[src/logic/ebpt_pkg.sv]
// constants shared by the eight bit period timer
`default_nettype none

package ebpt_pkg;

    // register byte offsets
    localparam logic [7:0] OFF_COUNT   = 8'h00;
    localparam logic [7:0] OFF_PERIOD  = 8'h04;
    localparam logic [7:0] OFF_CTRL    = 8'h08;
    localparam logic [7:0] OFF_LIMIT   = 8'h0c;
    localparam logic [7:0] OFF_RSTSEL  = 8'h10;
    localparam logic [7:0] OFF_CLKSEL  = 8'h14;
    localparam logic [7:0] OFF_INT     = 8'h18;

    // control register fields
    localparam int CTRL_ON_BIT   = 7;
    localparam int CTRL_PRE_LSB  = 4;
    localparam int CTRL_POST_LSB = 0;

    // limit mode register fields
    localparam int LIM_PRESCALER_SYNC_BIT_BIT = 7;
    localparam int LIM_CONTROL_SYNC_BIT_BIT = 6;
    localparam int LIM_MODE_LSB  = 0;

    // interrupt register fields
    localparam int INT_FLAG_BIT = 0;
    localparam int INT_IE_BIT   = 1;

    // reset values
    localparam logic [7:0] COUNT_RST  = 8'h00;
    localparam logic [7:0] PERIOD_RST = 8'hff;

    // instruction clock is the bus clock divided by four
    localparam logic [1:0] IC_LAST = 2'h3;

    // mode field groups, bits 4:3
    localparam logic [1:0] GRP_FREE    = 2'h0;
    localparam logic [1:0] GRP_ONESHOT = 2'h1;
    localparam logic [1:0] GRP_MONO    = 2'h2;

    // maximum number of external reset sources
    localparam int ERS_MAX = 16;

endpackage : ebpt_pkg

`default_nettype wire

[src/logic/ebpt_timer.sv]
// eight bit period timer with prescaler, postscaler and hardware limit modes
//
// Behaviour
// count and period registers, read/write, 8-bit
// count increments on every prescaler tick
// match with period clears count, advances postscaler
// prescaler ratio 1:1 to 1:128
// postscaler ratio 1:1 to 1:16
// postscale match pulses output, clears postscaler
// gate modes halt count while gate inactive
// reset modes clear count on level/edge
// reset source select picks external signal
// reset clears count, period loads all ones
// scalers clear on count/control write, resets
// control write leaves count unchanged
// one-shot match clears on, stops timer
// one-shot postscale beyond zero has no effect
// monostable keeps on, external event restarts
// postscale match sets flag; irq needs enable
// flag set on instruction clock, software clears
// prescaler sync aligns output to instruction clock
// software uses prescaler sync only when slow
// control sync: on follows timer input clock
// no control sync: on follows instruction clock
// postscaled output and period match for peripherals
// mode field selects mode; debug ignores triggers
// source spaces edges six, levels three clocks
// free-running interval is period plus one
`default_nettype none

module ebpt_timer #(
    parameter int N_ERS = 16
) (
    // clock and reset
    input  wire logic              pclk,
    input  wire logic              presetn,
    // apb slave
    input  wire logic              psel,
    input  wire logic              penable,
    input  wire logic              pwrite,
    input  wire logic [7:0]        paddr,
    input  wire logic [31:0]       pwdata,
    output logic      [31:0]       prdata,
    output logic                   pready,
    output logic                   pslverr,
    // pins from outside the clock domain
    input  wire logic              tmr_clk_pin,
    input  wire logic [N_ERS-1:0]  external_reset_signal,
    input  wire logic              debug_mode,
    // outputs to other peripherals
    output logic                   postscaled_output,
    output logic                   period_match,
    output logic                   match_irq
);

    if (N_ERS < 1 || N_ERS > ebpt_pkg::ERS_MAX) begin : g_chk
        $error("N_ERS must lie between 1 and 16");
    end

    function automatic logic [6:0] pre_limit(input logic [2:0] sel);
        pre_limit = 7'((8'h01 << sel) - 8'h01);
    endfunction : pre_limit

    // software state
    logic [7:0] count_q;
    logic [7:0] period_q;
    logic       on_q;
    logic [2:0] pre_sel_q;
    logic [3:0] postscale_select_q;
    logic       prescaler_sync_bit_q;
    logic       control_sync_bit_q;
    logic [4:0] mode_q;
    logic [3:0] reset_source_select_q;
    logic       clk_sel_q;
    logic       match_interrupt_enable_q;
    logic       flag_q;

    // synchronised pins
    logic [N_ERS+1:0] sync_s;
    logic             dbg_s;
    logic             pin_s;
    logic [15:0]      ers_pad;

    ebpt_sync #(.W(N_ERS + 2)) u_sync (
        .pclk    (pclk),
        .presetn (presetn),
        .d_in    ({debug_mode, tmr_clk_pin, external_reset_signal}),
        .q_out   (sync_s)
    );

    assign dbg_s   = sync_s[N_ERS+1];
    assign pin_s   = sync_s[N_ERS];
    assign ers_pad = 16'(sync_s[N_ERS-1:0]);

    // instruction clock enable, bus clock divided by four
    logic [1:0] ic_cnt_q;
    logic       ic_en;

    always_ff @(posedge pclk or negedge presetn) begin
        if (!presetn) begin
            ic_cnt_q <= 2'h0;
        end else begin
            ic_cnt_q <= 2'(ic_cnt_q + 2'h1);
        end
    end

    assign ic_en = (ic_cnt_q == ebpt_pkg::IC_LAST);

    // apb decode; no wait state, read data registered in the setup phase
    logic setup;
    logic wr_en;
    logic hit;
    logic wr_cnt;
    logic wr_per;
    logic wr_ctrl;
    logic wr_lim;
    logic wr_rsel;
    logic wr_csel;
    logic wr_int;
    logic [31:0] rd_val;

    assign setup   = psel && !penable;
    assign wr_en   = psel && penable && pready && pwrite;
    assign wr_cnt  = wr_en && paddr == ebpt_pkg::OFF_COUNT;
    assign wr_per  = wr_en && paddr == ebpt_pkg::OFF_PERIOD;
    assign wr_ctrl = wr_en && paddr == ebpt_pkg::OFF_CTRL;
    assign wr_lim  = wr_en && paddr == ebpt_pkg::OFF_LIMIT;
    assign wr_rsel = wr_en && paddr == ebpt_pkg::OFF_RSTSEL;
    assign wr_csel = wr_en && paddr == ebpt_pkg::OFF_CLKSEL;
    assign wr_int  = wr_en && paddr == ebpt_pkg::OFF_INT;

    // read mux, unmapped reads zero with an error
    always_comb begin
        hit    = 1'b1;
        rd_val = 32'h0;
        unique case (paddr)
            ebpt_pkg::OFF_COUNT:  rd_val[7:0] = count_q;
            ebpt_pkg::OFF_PERIOD: rd_val[7:0] = period_q;
            ebpt_pkg::OFF_CTRL:   rd_val[7:0] = {on_q, pre_sel_q, postscale_select_q};
            ebpt_pkg::OFF_LIMIT:  rd_val[7:0] = {prescaler_sync_bit_q, control_sync_bit_q, 1'b0, mode_q};
            ebpt_pkg::OFF_RSTSEL: rd_val[3:0] = reset_source_select_q;
            ebpt_pkg::OFF_CLKSEL: rd_val[0]   = clk_sel_q;
            ebpt_pkg::OFF_INT:    rd_val[1:0] = {match_interrupt_enable_q, flag_q};
            default:              hit         = 1'b0;
        endcase
    end

    // apb answer flops
    always_ff @(posedge pclk or negedge presetn) begin
        if (!presetn) begin
            pready  <= 1'b0;
            pslverr <= 1'b0;
            prdata  <= 32'h0;
        end else begin
            pready  <= setup;
            pslverr <= setup && !hit;
            if (setup) begin
                prdata <= pwrite ? 32'h0 : rd_val;
            end
        end
    end

    // plain configuration registers
    always_ff @(posedge pclk or negedge presetn) begin
        if (!presetn) begin
            period_q                 <= ebpt_pkg::PERIOD_RST;
            pre_sel_q                <= 3'h0;
            postscale_select_q       <= 4'h0;
            prescaler_sync_bit_q     <= 1'b0;
            control_sync_bit_q       <= 1'b0;
            mode_q                   <= 5'h00;
            reset_source_select_q    <= 4'h0;
            clk_sel_q                <= 1'b0;
            match_interrupt_enable_q <= 1'b0;
        end else begin
            if (wr_per) begin
                period_q <= pwdata[7:0];
            end
            if (wr_ctrl) begin
                pre_sel_q          <= pwdata[ebpt_pkg::CTRL_PRE_LSB +: 3];
                postscale_select_q <= pwdata[ebpt_pkg::CTRL_POST_LSB +: 4];
            end
            if (wr_lim) begin
                prescaler_sync_bit_q <= pwdata[ebpt_pkg::LIM_PRESCALER_SYNC_BIT_BIT];
                control_sync_bit_q   <= pwdata[ebpt_pkg::LIM_CONTROL_SYNC_BIT_BIT];
                mode_q               <= pwdata[ebpt_pkg::LIM_MODE_LSB +: 5];
            end
            if (wr_rsel) begin
                reset_source_select_q <= pwdata[3:0];
            end
            if (wr_csel) begin
                clk_sel_q <= pwdata[0];
            end
            if (wr_int) begin
                match_interrupt_enable_q <= pwdata[ebpt_pkg::INT_IE_BIT];
            end
        end
    end

    // external reset signal edges; debug masks every trigger
    logic ers;
    logic ers_prev_q;
    logic pin_prev_q;
    logic rise;
    logic fall;

    assign ers  = ers_pad[reset_source_select_q];
    assign rise = ers && !ers_prev_q && !dbg_s;
    assign fall = !ers && ers_prev_q && !dbg_s;

    always_ff @(posedge pclk or negedge presetn) begin
        if (!presetn) begin
            ers_prev_q <= 1'b0;
            pin_prev_q <= 1'b0;
        end else begin
            ers_prev_q <= ers;
            pin_prev_q <= pin_s;
        end
    end

    // mode decode
    logic [1:0] grp;
    logic [2:0] sub;
    logic       gate_ok;
    logic       edge_rst;
    logic       lvl_rst;
    logic       start_evt;
    logic       needs_start;

    assign grp = mode_q[4:3];
    assign sub = mode_q[2:0];

    always_comb begin
        gate_ok     = 1'b1;
        edge_rst    = 1'b0;
        lvl_rst     = 1'b0;
        start_evt   = 1'b0;
        needs_start = 1'b0;
        unique case (grp)
            ebpt_pkg::GRP_FREE: begin
                unique case (sub)
                    3'h1: gate_ok = ers || dbg_s;
                    3'h2: gate_ok = !ers || dbg_s;
                    3'h3: edge_rst = rise || fall;
                    3'h4: edge_rst = rise;
                    3'h5: edge_rst = fall;
                    3'h6: lvl_rst = !ers && !dbg_s;
                    3'h7: lvl_rst = ers && !dbg_s;
                    default: gate_ok = 1'b1;
                endcase
            end
            ebpt_pkg::GRP_ONESHOT: begin
                needs_start = (sub != 3'h0);
                start_evt   = (sub == 3'h1 || sub == 3'h4 || sub == 3'h6) ? rise : fall;
                if (sub == 3'h3) begin
                    start_evt = rise || fall;
                end
                edge_rst = (sub == 3'h4) ? rise : ((sub == 3'h5) ? fall : 1'b0);
                lvl_rst  = !dbg_s && ((sub == 3'h6 && !ers) || (sub == 3'h7 && ers));
            end
            ebpt_pkg::GRP_MONO: begin
                needs_start = 1'b1;
                gate_ok     = (sub != 3'h0) && (sub < 3'h4);
                start_evt   = (sub == 3'h1) ? rise : ((sub == 3'h2) ? fall : (rise || fall));
            end
            default: gate_ok = 1'b0; // reserved modes never count
        endcase
    end

    // on bit sync: timer input or instruction clock
    logic tin;
    logic on_eff_q;
    logic pre_in;

    assign tin = clk_sel_q ? (pin_s && !pin_prev_q) : ic_en;

    always_ff @(posedge pclk or negedge presetn) begin
        if (!presetn) begin
            on_eff_q <= 1'b0;
        end else if (control_sync_bit_q ? tin : ic_en) begin
            on_eff_q <= on_q;
        end
    end

    // with control sync the edge that moves on is consumed
    assign pre_in = tin && on_eff_q && (on_eff_q == on_q || !control_sync_bit_q);

    // prescaler and its optional alignment to the instruction clock
    logic [6:0] pre_cnt_q;
    logic       pre_out;
    logic       pend_q;
    logic       tick;
    logic       ext_rst_evt;
    logic       scl_clr;

    assign ext_rst_evt = edge_rst || lvl_rst;
    assign scl_clr     = wr_cnt || wr_ctrl || ext_rst_evt;
    assign pre_out     = pre_in && (pre_cnt_q == pre_limit(pre_sel_q));
    // only sound when the prescaler is slower than the instruction clock
    assign tick        = prescaler_sync_bit_q ? (ic_en && pend_q) : pre_out;

    always_ff @(posedge pclk or negedge presetn) begin
        if (!presetn) begin
            pre_cnt_q <= 7'h00;
        end else if (scl_clr) begin
            pre_cnt_q <= 7'h00;
        end else if (pre_in) begin
            pre_cnt_q <= pre_out ? 7'h00 : 7'(pre_cnt_q + 7'h01);
        end
    end

    // pending tick, set wins over its own release
    always_ff @(posedge pclk or negedge presetn) begin
        if (!presetn) begin
            pend_q <= 1'b0;
        end else if (scl_clr || !prescaler_sync_bit_q) begin
            pend_q <= 1'b0;
        end else if (pre_out) begin
            pend_q <= 1'b1;
        end else if (tick) begin
            pend_q <= 1'b0;
        end
    end

    // count register
    logic run_q;
    logic active;
    logic count_en;
    logic match;

    assign active   = on_q && on_eff_q && gate_ok && !lvl_rst && (!needs_start || run_q);
    assign count_en = tick && active && !wr_cnt && !wr_ctrl && !edge_rst;
    assign match    = count_en && (count_q == period_q);

    always_ff @(posedge pclk or negedge presetn) begin
        if (!presetn) begin
            count_q <= ebpt_pkg::COUNT_RST;
        end else if (wr_cnt) begin
            count_q <= pwdata[7:0];
        end else if (ext_rst_evt) begin
            count_q <= 8'h00;
        end else if (count_en) begin
            count_q <= match ? 8'h00 : 8'(count_q + 8'h01);
        end
    end

    // start state for triggered one-shot and monostable modes
    always_ff @(posedge pclk or negedge presetn) begin
        if (!presetn) begin
            run_q <= 1'b0;
        end else if (!on_q) begin
            run_q <= 1'b0;
        end else if (start_evt && on_eff_q) begin
            run_q <= 1'b1;
        end else if (match && grp != ebpt_pkg::GRP_FREE) begin
            run_q <= 1'b0;
        end
    end

    // on bit; one-shot match turns it off, monostable leaves it
    always_ff @(posedge pclk or negedge presetn) begin
        if (!presetn) begin
            on_q <= 1'b0;
        end else if (wr_ctrl) begin
            on_q <= pwdata[ebpt_pkg::CTRL_ON_BIT];
        end else if (match && grp == ebpt_pkg::GRP_ONESHOT) begin
            on_q <= 1'b0;
        end
    end

    // postscaler; cleared on restart, so one-shot ratios above 1:1 never fire
    logic [3:0] post_cnt_q;
    logic       post_hit;

    assign post_hit = match && (post_cnt_q == postscale_select_q);

    always_ff @(posedge pclk or negedge presetn) begin
        if (!presetn) begin
            post_cnt_q <= 4'h0;
        end else if (scl_clr) begin
            post_cnt_q <= 4'h0;
        end else if (match) begin
            post_cnt_q <= post_hit ? 4'h0 : 4'(post_cnt_q + 4'h1);
        end
    end

    // outputs: postscaled pulse lasts one timer tick
    always_ff @(posedge pclk or negedge presetn) begin
        if (!presetn) begin
            postscaled_output <= 1'b0;
            period_match      <= 1'b0;
        end else begin
            period_match <= match;
            if (post_hit) begin
                postscaled_output <= 1'b1;
            end else if (tick || scl_clr || !on_eff_q) begin // stopped timer gives no tick
                postscaled_output <= 1'b0;
            end
        end
    end

    // interrupt flag set on the instruction clock, set beats clear
    logic flag_pend_q;

    always_ff @(posedge pclk or negedge presetn) begin
        if (!presetn) begin
            flag_pend_q <= 1'b0;
        end else if (post_hit) begin
            flag_pend_q <= 1'b1;
        end else if (ic_en) begin
            flag_pend_q <= 1'b0;
        end
    end

    always_ff @(posedge pclk or negedge presetn) begin
        if (!presetn) begin
            flag_q    <= 1'b0;
            match_irq <= 1'b0;
        end else begin
            if (ic_en && flag_pend_q) begin
                flag_q <= 1'b1;
            end else if (wr_int && !pwdata[ebpt_pkg::INT_FLAG_BIT]) begin
                flag_q <= 1'b0;
            end
            match_irq <= flag_q && match_interrupt_enable_q;
        end
    end

    // checks
    a_count_step:
    assert property (@(posedge pclk) disable iff (!presetn)
        count_en && !match |=> count_q == $past(count_q) + 8'h01)
        else $error("count did not step on a tick");

    a_period_wrap:
    assert property (@(posedge pclk) disable iff (!presetn)
        count_en && count_q == period_q |=> count_q == 8'h00 && $rose(period_match))
        else $error("period match did not wrap count");

    a_scaler_clear:
    assert property (@(posedge pclk) disable iff (!presetn)
        wr_cnt || wr_ctrl |=> pre_cnt_q == 7'h00 && post_cnt_q == 4'h0)
        else $error("scalers not cleared by register write");

    a_ctrl_keeps_count:
    assert property (@(posedge pclk) disable iff (!presetn)
        wr_ctrl && !ext_rst_evt |=> $stable(count_q))
        else $error("control write changed count");

    a_oneshot_stop:
    assert property (@(posedge pclk) disable iff (!presetn)
        match && grp == ebpt_pkg::GRP_ONESHOT && !wr_ctrl |=> !on_q ##1 !count_en)
        else $error("one-shot did not stop");

    a_mono_keeps_on:
    assert property (@(posedge pclk) disable iff (!presetn)
        match && grp == ebpt_pkg::GRP_MONO && !wr_ctrl |=> on_q && !run_q)
        else $error("monostable lost on bit");

    a_post_pulse:
    assert property (@(posedge pclk) disable iff (!presetn)
        $rose(postscaled_output) |-> $past(match) && $past(post_cnt_q) == $past(postscale_select_q))
        else $error("postscaled pulse without postscale match");

    a_flag_on_ic:
    assert property (@(posedge pclk) disable iff (!presetn)
        post_hit |-> ##[1:5] flag_q)
        else $error("flag not set within an instruction clock");

    a_flag_aligned:
    assert property (@(posedge pclk) disable iff (!presetn)
        $rose(flag_q) |-> $past(ic_en))
        else $error("flag set off the instruction clock");

    a_irq_enable:
    assert property (@(posedge pclk) disable iff (!presetn)
        match_irq |-> $past(match_interrupt_enable_q) && $past(flag_q))
        else $error("interrupt request without enable");

    a_gate_halt:
    assert property (@(posedge pclk) disable iff (!presetn)
        mode_q == 5'h01 && !ers && !dbg_s && !wr_cnt |=> $stable(count_q))
        else $error("count moved with gate closed");

endmodule : ebpt_timer

`default_nettype wire

[src/logic/ebpt_sync.sv]
// two flip-flop synchroniser for pins entering the bus clock domain
`default_nettype none

module ebpt_sync #(
    parameter int W = 1
) (
    // clock and reset
    input  wire logic         pclk,
    input  wire logic         presetn,
    // asynchronous in, synchronised out
    input  wire logic [W-1:0] d_in,
    output logic      [W-1:0] q_out
);

    logic [W-1:0] meta_q;

    // first stage is read only by the second
    always_ff @(posedge pclk or negedge presetn) begin
        if (!presetn) begin
            meta_q <= '0;
            q_out  <= '0;
        end else begin
            meta_q <= d_in;
            q_out  <= meta_q;
        end
    end

endmodule : ebpt_sync

`default_nettype wire

[config.mk]
export PLATFORM = sky130hd
export DESIGN_NAME = ebpt_timer
export DESIGN_NICKNAME = d
export VERILOG_FILES = /design/src/logic/ebpt_pkg.sv /design/src/logic/ebpt_timer.sv /design/src/logic/ebpt_sync.sv
export SDC_FILE = /design/constraint.sdc
export NUM_CORES = 1
export LEC_CHECK = 0
export BUFFER_PORTS_ARGS = -buffer_cell sky130_fd_sc_hd__buf_2
export CAP_MARGIN = 20
export CORE_MARGIN = 3
export CORE_UTILIZATION = 60
export CTS_CLUSTER_DIAMETER = 150
export DETAILED_ROUTE_END_ITERATION = 12
export PLACE_DENSITY = 0.95
export SYNTH_ARGS = -nofsm -noshare
export SYNTH_HDL_FRONTEND = slang
export SYNTH_HIERARCHICAL = 1
export SYNTH_SLANG_ARGS = --single-unit
[constraint.sdc]
create_clock -name pclk -period 6.6 [get_ports pclk]
set_input_delay 0 -clock pclk [delete_from_list [all_inputs] [get_ports pclk]]
set_output_delay 0 -clock pclk [all_outputs]
set_load 0.01 [all_outputs]
==> results.sh <==
export IMPL_status="complete, no violations"
export IMPL_setup_viol=0
export IMPL_grt_max_degree=57
export IMPL_global_route_usage_met1_pct=31.5
export IMPL_post_route_cell_area_sq_um=6160
export IMPL_power_ir_vdd_worst_mv=0.136
export IMPL_globalRouteMet3Util_pct=5.51
export IMPL_worst_pin_slew_ps=904
export IMPL_grt_pass1_vias=4323
export IMPL_post_synth_inst_count=511
export IMPL_remaining_number_of_nets_flagged_by_the_antenna_check_after_routing=0
export IMPL_antennaDiodeCount=0
export IMPL_whs_endpoint="postscale_select_q[1]"
export IMPL_cp_slowest_stage_delay_ps=550
export IMPL_synthDistinctLibCells=71
export IMPL_synth_top_cells_by_count="dfrtp_1, nand2_1, mux2_2, nor2_1, buf_4"
export IMPL_start_util_pct=62.2
export IMPL_finalHoldViolCount=0
export IMPL_cts_root_buf="clkbuf_8"
export IMPL_met2_usage_pct=44.0
export IMPL_drive_above_1_share_pct=21.7
export IMPL_setup_repair_after_global_routing_missed_its_margin="false"
export IMPL_min_path_cells=2
export IMPL_cts_sink_count=106
export IMPL_die_width_microns=101
export IMPL_flip_flop_and_latch_count_after_synthesis=106
export IMPL_synth_yosys_warnings=6
export IMPL_core_area_sq_um=8760
export IMPL_seq_area_frac_synth_pct=48.8
export IMPL_finalWorstPathRequiredPeriod_ps=3300
export IMPL_ff2ff_path_depth=9
export IMPL_antenna_found_initial=0
export IMPL_final_layout_setup_total_negative_slack_ps=0
export IMPL_multi_input_area_sq_um=2530
export IMPL_route_vias_total=4286
export IMPL_ratio_of_total_power_to_cell_area_nw_per_um2=188
export IMPL_detail_route_drc_violations=0
export IMPL_syn_cell_area_sq_um=5450
export IMPL_slew_headroom_pct=38.6
export IMPL_port_buffers=51
export IMPL_critical_path_reg2reg_startpoint="pre_sel_q[1]"
export IMPL_gp_congestion=0.977
export IMPL_core_rowCount=34
export IMPL_finalNetCount=652
export IMPL_critPathLaunchType="flop"
export IMPL_synth_top_cells_by_area="dfrtp_1, mux2_2, dfstp_2"
export IMPL_finalMaxSlewViolations=0
export IMPL_globalRouteTotalUtil_pct=25.7
export IMPL_share_of_flip_flops_with_an_asynchronous_set_or_reset_pct=100
export IMPL_drt_pass_1_iters=5
export IMPL_post_cts_repair_setup_buffers=0
export IMPL_synth_edf_count=0
export IMPL_area_sequential_sq_um=2660
export IMPL_max_clock_path_buffers=2
export IMPL_grt_ovfl_total=0
export IMPL_critical_path_n_buffers_inverters=0
export IMPL_most_common_cell_in_the_netlist="dfrtp_1"
export IMPL_cts_buffers=9
export IMPL_worst_hold_startpoint="pwdata[1]"
export IMPL_critical_path_max_fanout=14
export IMPL_die_height_microns=101
export IMPL_cp_cell_sequence="or3_1 -> ha_1 -> and3_1 -> o211ai_1 -> o311ai_0 -> and4_1 -> o21ai_2 -> o21ai_1 -> o221a_2"
export IMPL_fin_crit_sh_pct=50.1
export IMPL_post_drt_via_cell_ratio=6.19
export IMPL_num_fill_cells=605
export IMPL_post_drt_wl_per_cell_microns=18.3
export IMPL_worst_ep_required_time_ps=6870
export IMPL_setup_worst_path_class="reg -> reg"
export IMPL_cts_hold_buffers_added=28
export IMPL_synth_avg_cell_area_sq_um=10.7
export IMPL_yosys_most_used_dff="dfrtp_1"
export IMPL_post_synth_top_area_fraction_pct=45.0
export IMPL_drt_initial_drc_count=356
export IMPL_timing_reg2reg_setup_slack_ps=3300
export IMPL_slowest_stage="dfrtp_1"
export IMPL_finClkSkew_ps=13.4
export IMPL_post_dp_hpwl_microns=8790
export IMPL_global_route_wire_length_before_repair_microns=20600
export IMPL_grt_busiest_layer="met2"
export IMPL_fmax_ghz=0.303
export IMPL_cell_type_contributing_the_most_total_cell_area_after_synthesis="dfrtp_1"
export IMPL_maxCapViolCount=0
export IMPL_worstSetupEndpointType="flop"
export IMPL_power_leakage_nw=2.84
export IMPL_clock_insertion_delay_worst_skew_ps=380
export IMPL_htree_num_levels=3
export IMPL_die_area_sq_um=10300
export IMPL_worstPathArrival_ps=3570
export IMPL_clkSlewWorstSetupHoldPaths_ps=120
export IMPL_number_of_gates_on_the_worst_path_with_buffers_counted=9
export IMPL_flow_area_growth_from_synthesis_pct=12.9
export IMPL_boundaryPins=100
export IMPL_totalWireLength_microns=12700
export IMPL_placed_area_sq_um=5660
export IMPL_worstHoldPathType="in -> reg"
export IMPL_cts_tree="yes"
export IMPL_crit_family="compound AO/OA/AOI/OAI gates"
export IMPL_timing_rr_end="count_q[1]"
export IMPL_post_cts_resized_instances=0
metal layers:
| layer | vias up | share of wire, % |
|---|---|---|
| met5 | - | 0 |
| met4 | 0 | 3.8 |
| met3 | 46 | 7.5 |
| met2 | 229 | 51 |
| met1 | 2077 | 37 |
| li1 | 1934 | - |
where the power goes:
part | internal (W) | total, W | leakage, nW | switching, W
Sequential | 0.000663 | 0.000670 | 1.33 | 0.00000701
Clock | 0.000154 | 0.000409 | 0.106 | 0.000255
Combinational | 0.0000324 | 0.0000808 | 1.40 | 0.0000484
kinds of logic after synthesis:
kind of cell / synth area share (%)
AO/OA/AOI/OAI: 13.9
XOR/XNOR: 3.53
AND/OR/NAND/NOR: 15.7
other: 0.0688
flip-flops: 48.8
adder cells (fa/ha/maj): 2.30
multiplexers: 9.34
buffers and inverters: 6.33
through the flow:
stage / setup WS, ps / utilization, % / power [W] / hold slack, ps / instances
after floorplan: 3690 / - / 0.000723 / -296 / 534
final: 3300 / 70.3 / 0.00116 / 29.2 / 692
after global placement: 3240 / 64.5 / 0.000745 / 79.3 / 647
after CTS: 3080 / 70.2 / 0.00117 / 10.4 / 691
after detailed placement: 3110 / 64.5 / 0.000750 / 97.1 / 647
after global routing: 3060 / 70.3 / 0.00121 / 9.92 / 692
sequential cells by signal, indices dropped and copies added, names as in the netlist, 2 cells and up:
signal and flops:
count_q 8, u_sync/meta_q 18, postscale_select_q 4, period_q 8, prdata 8, mode_q 5, post_cnt_q 4, ic_cnt_q 2
pre_sel_q 3, u_sync/q_out 18, pre_cnt_q 7, reset_source_select_q 4
layout make-up:
type,count,share of cell area [%]
well taps,108,2.19
clock inverters,7,1.48
repair buffers,82,9.06
clock buffers,9,2.01
multi-input cells,365,41.1
inverters,15,0.914
flip-flops and latches,106,43.2
worst max path at each step:
stage / endpoint / start
5_1_grt: count_q[1] / pre_sel_q[1]
3_5_place_dp: count_q[3] / reset_source_select_q[0]
6_report: count_q[1] / pre_sel_q[1]
4_1_cts: count_q[1] / reset_source_select_q[0]
2_1_floorplan: post_cnt_q[1] / pre_sel_q[1]
3_3_place_gp: count_q[3] / reset_source_select_q[0]
layout by cell type (no fill, tap or decap), types with 5 or more instances in the layout:
master	instances
mux2_2	29
conb_1	24
nor2b_1	5
dfstp_2	8
o21ai_0	22
a21oi_1	14
and2_1	5
dlygate4sd3_1	28
a22oi_1	10
clkbuf_8	9
nand2_1	45
mux2i_1	9
ha_1	10
xor2_1	16
or3_1	5
nor4_1	7
inv_1	15
nor3_1	9
nand3_1	15
nand2b_1	6
nand4_1	6
xnor2_1	6
dfrtp_1	98
a31oi_1	5
nor2_1	29
buf_2	51
o211ai_1	9
No activity file was read; power rests on OpenSTA's default activity.
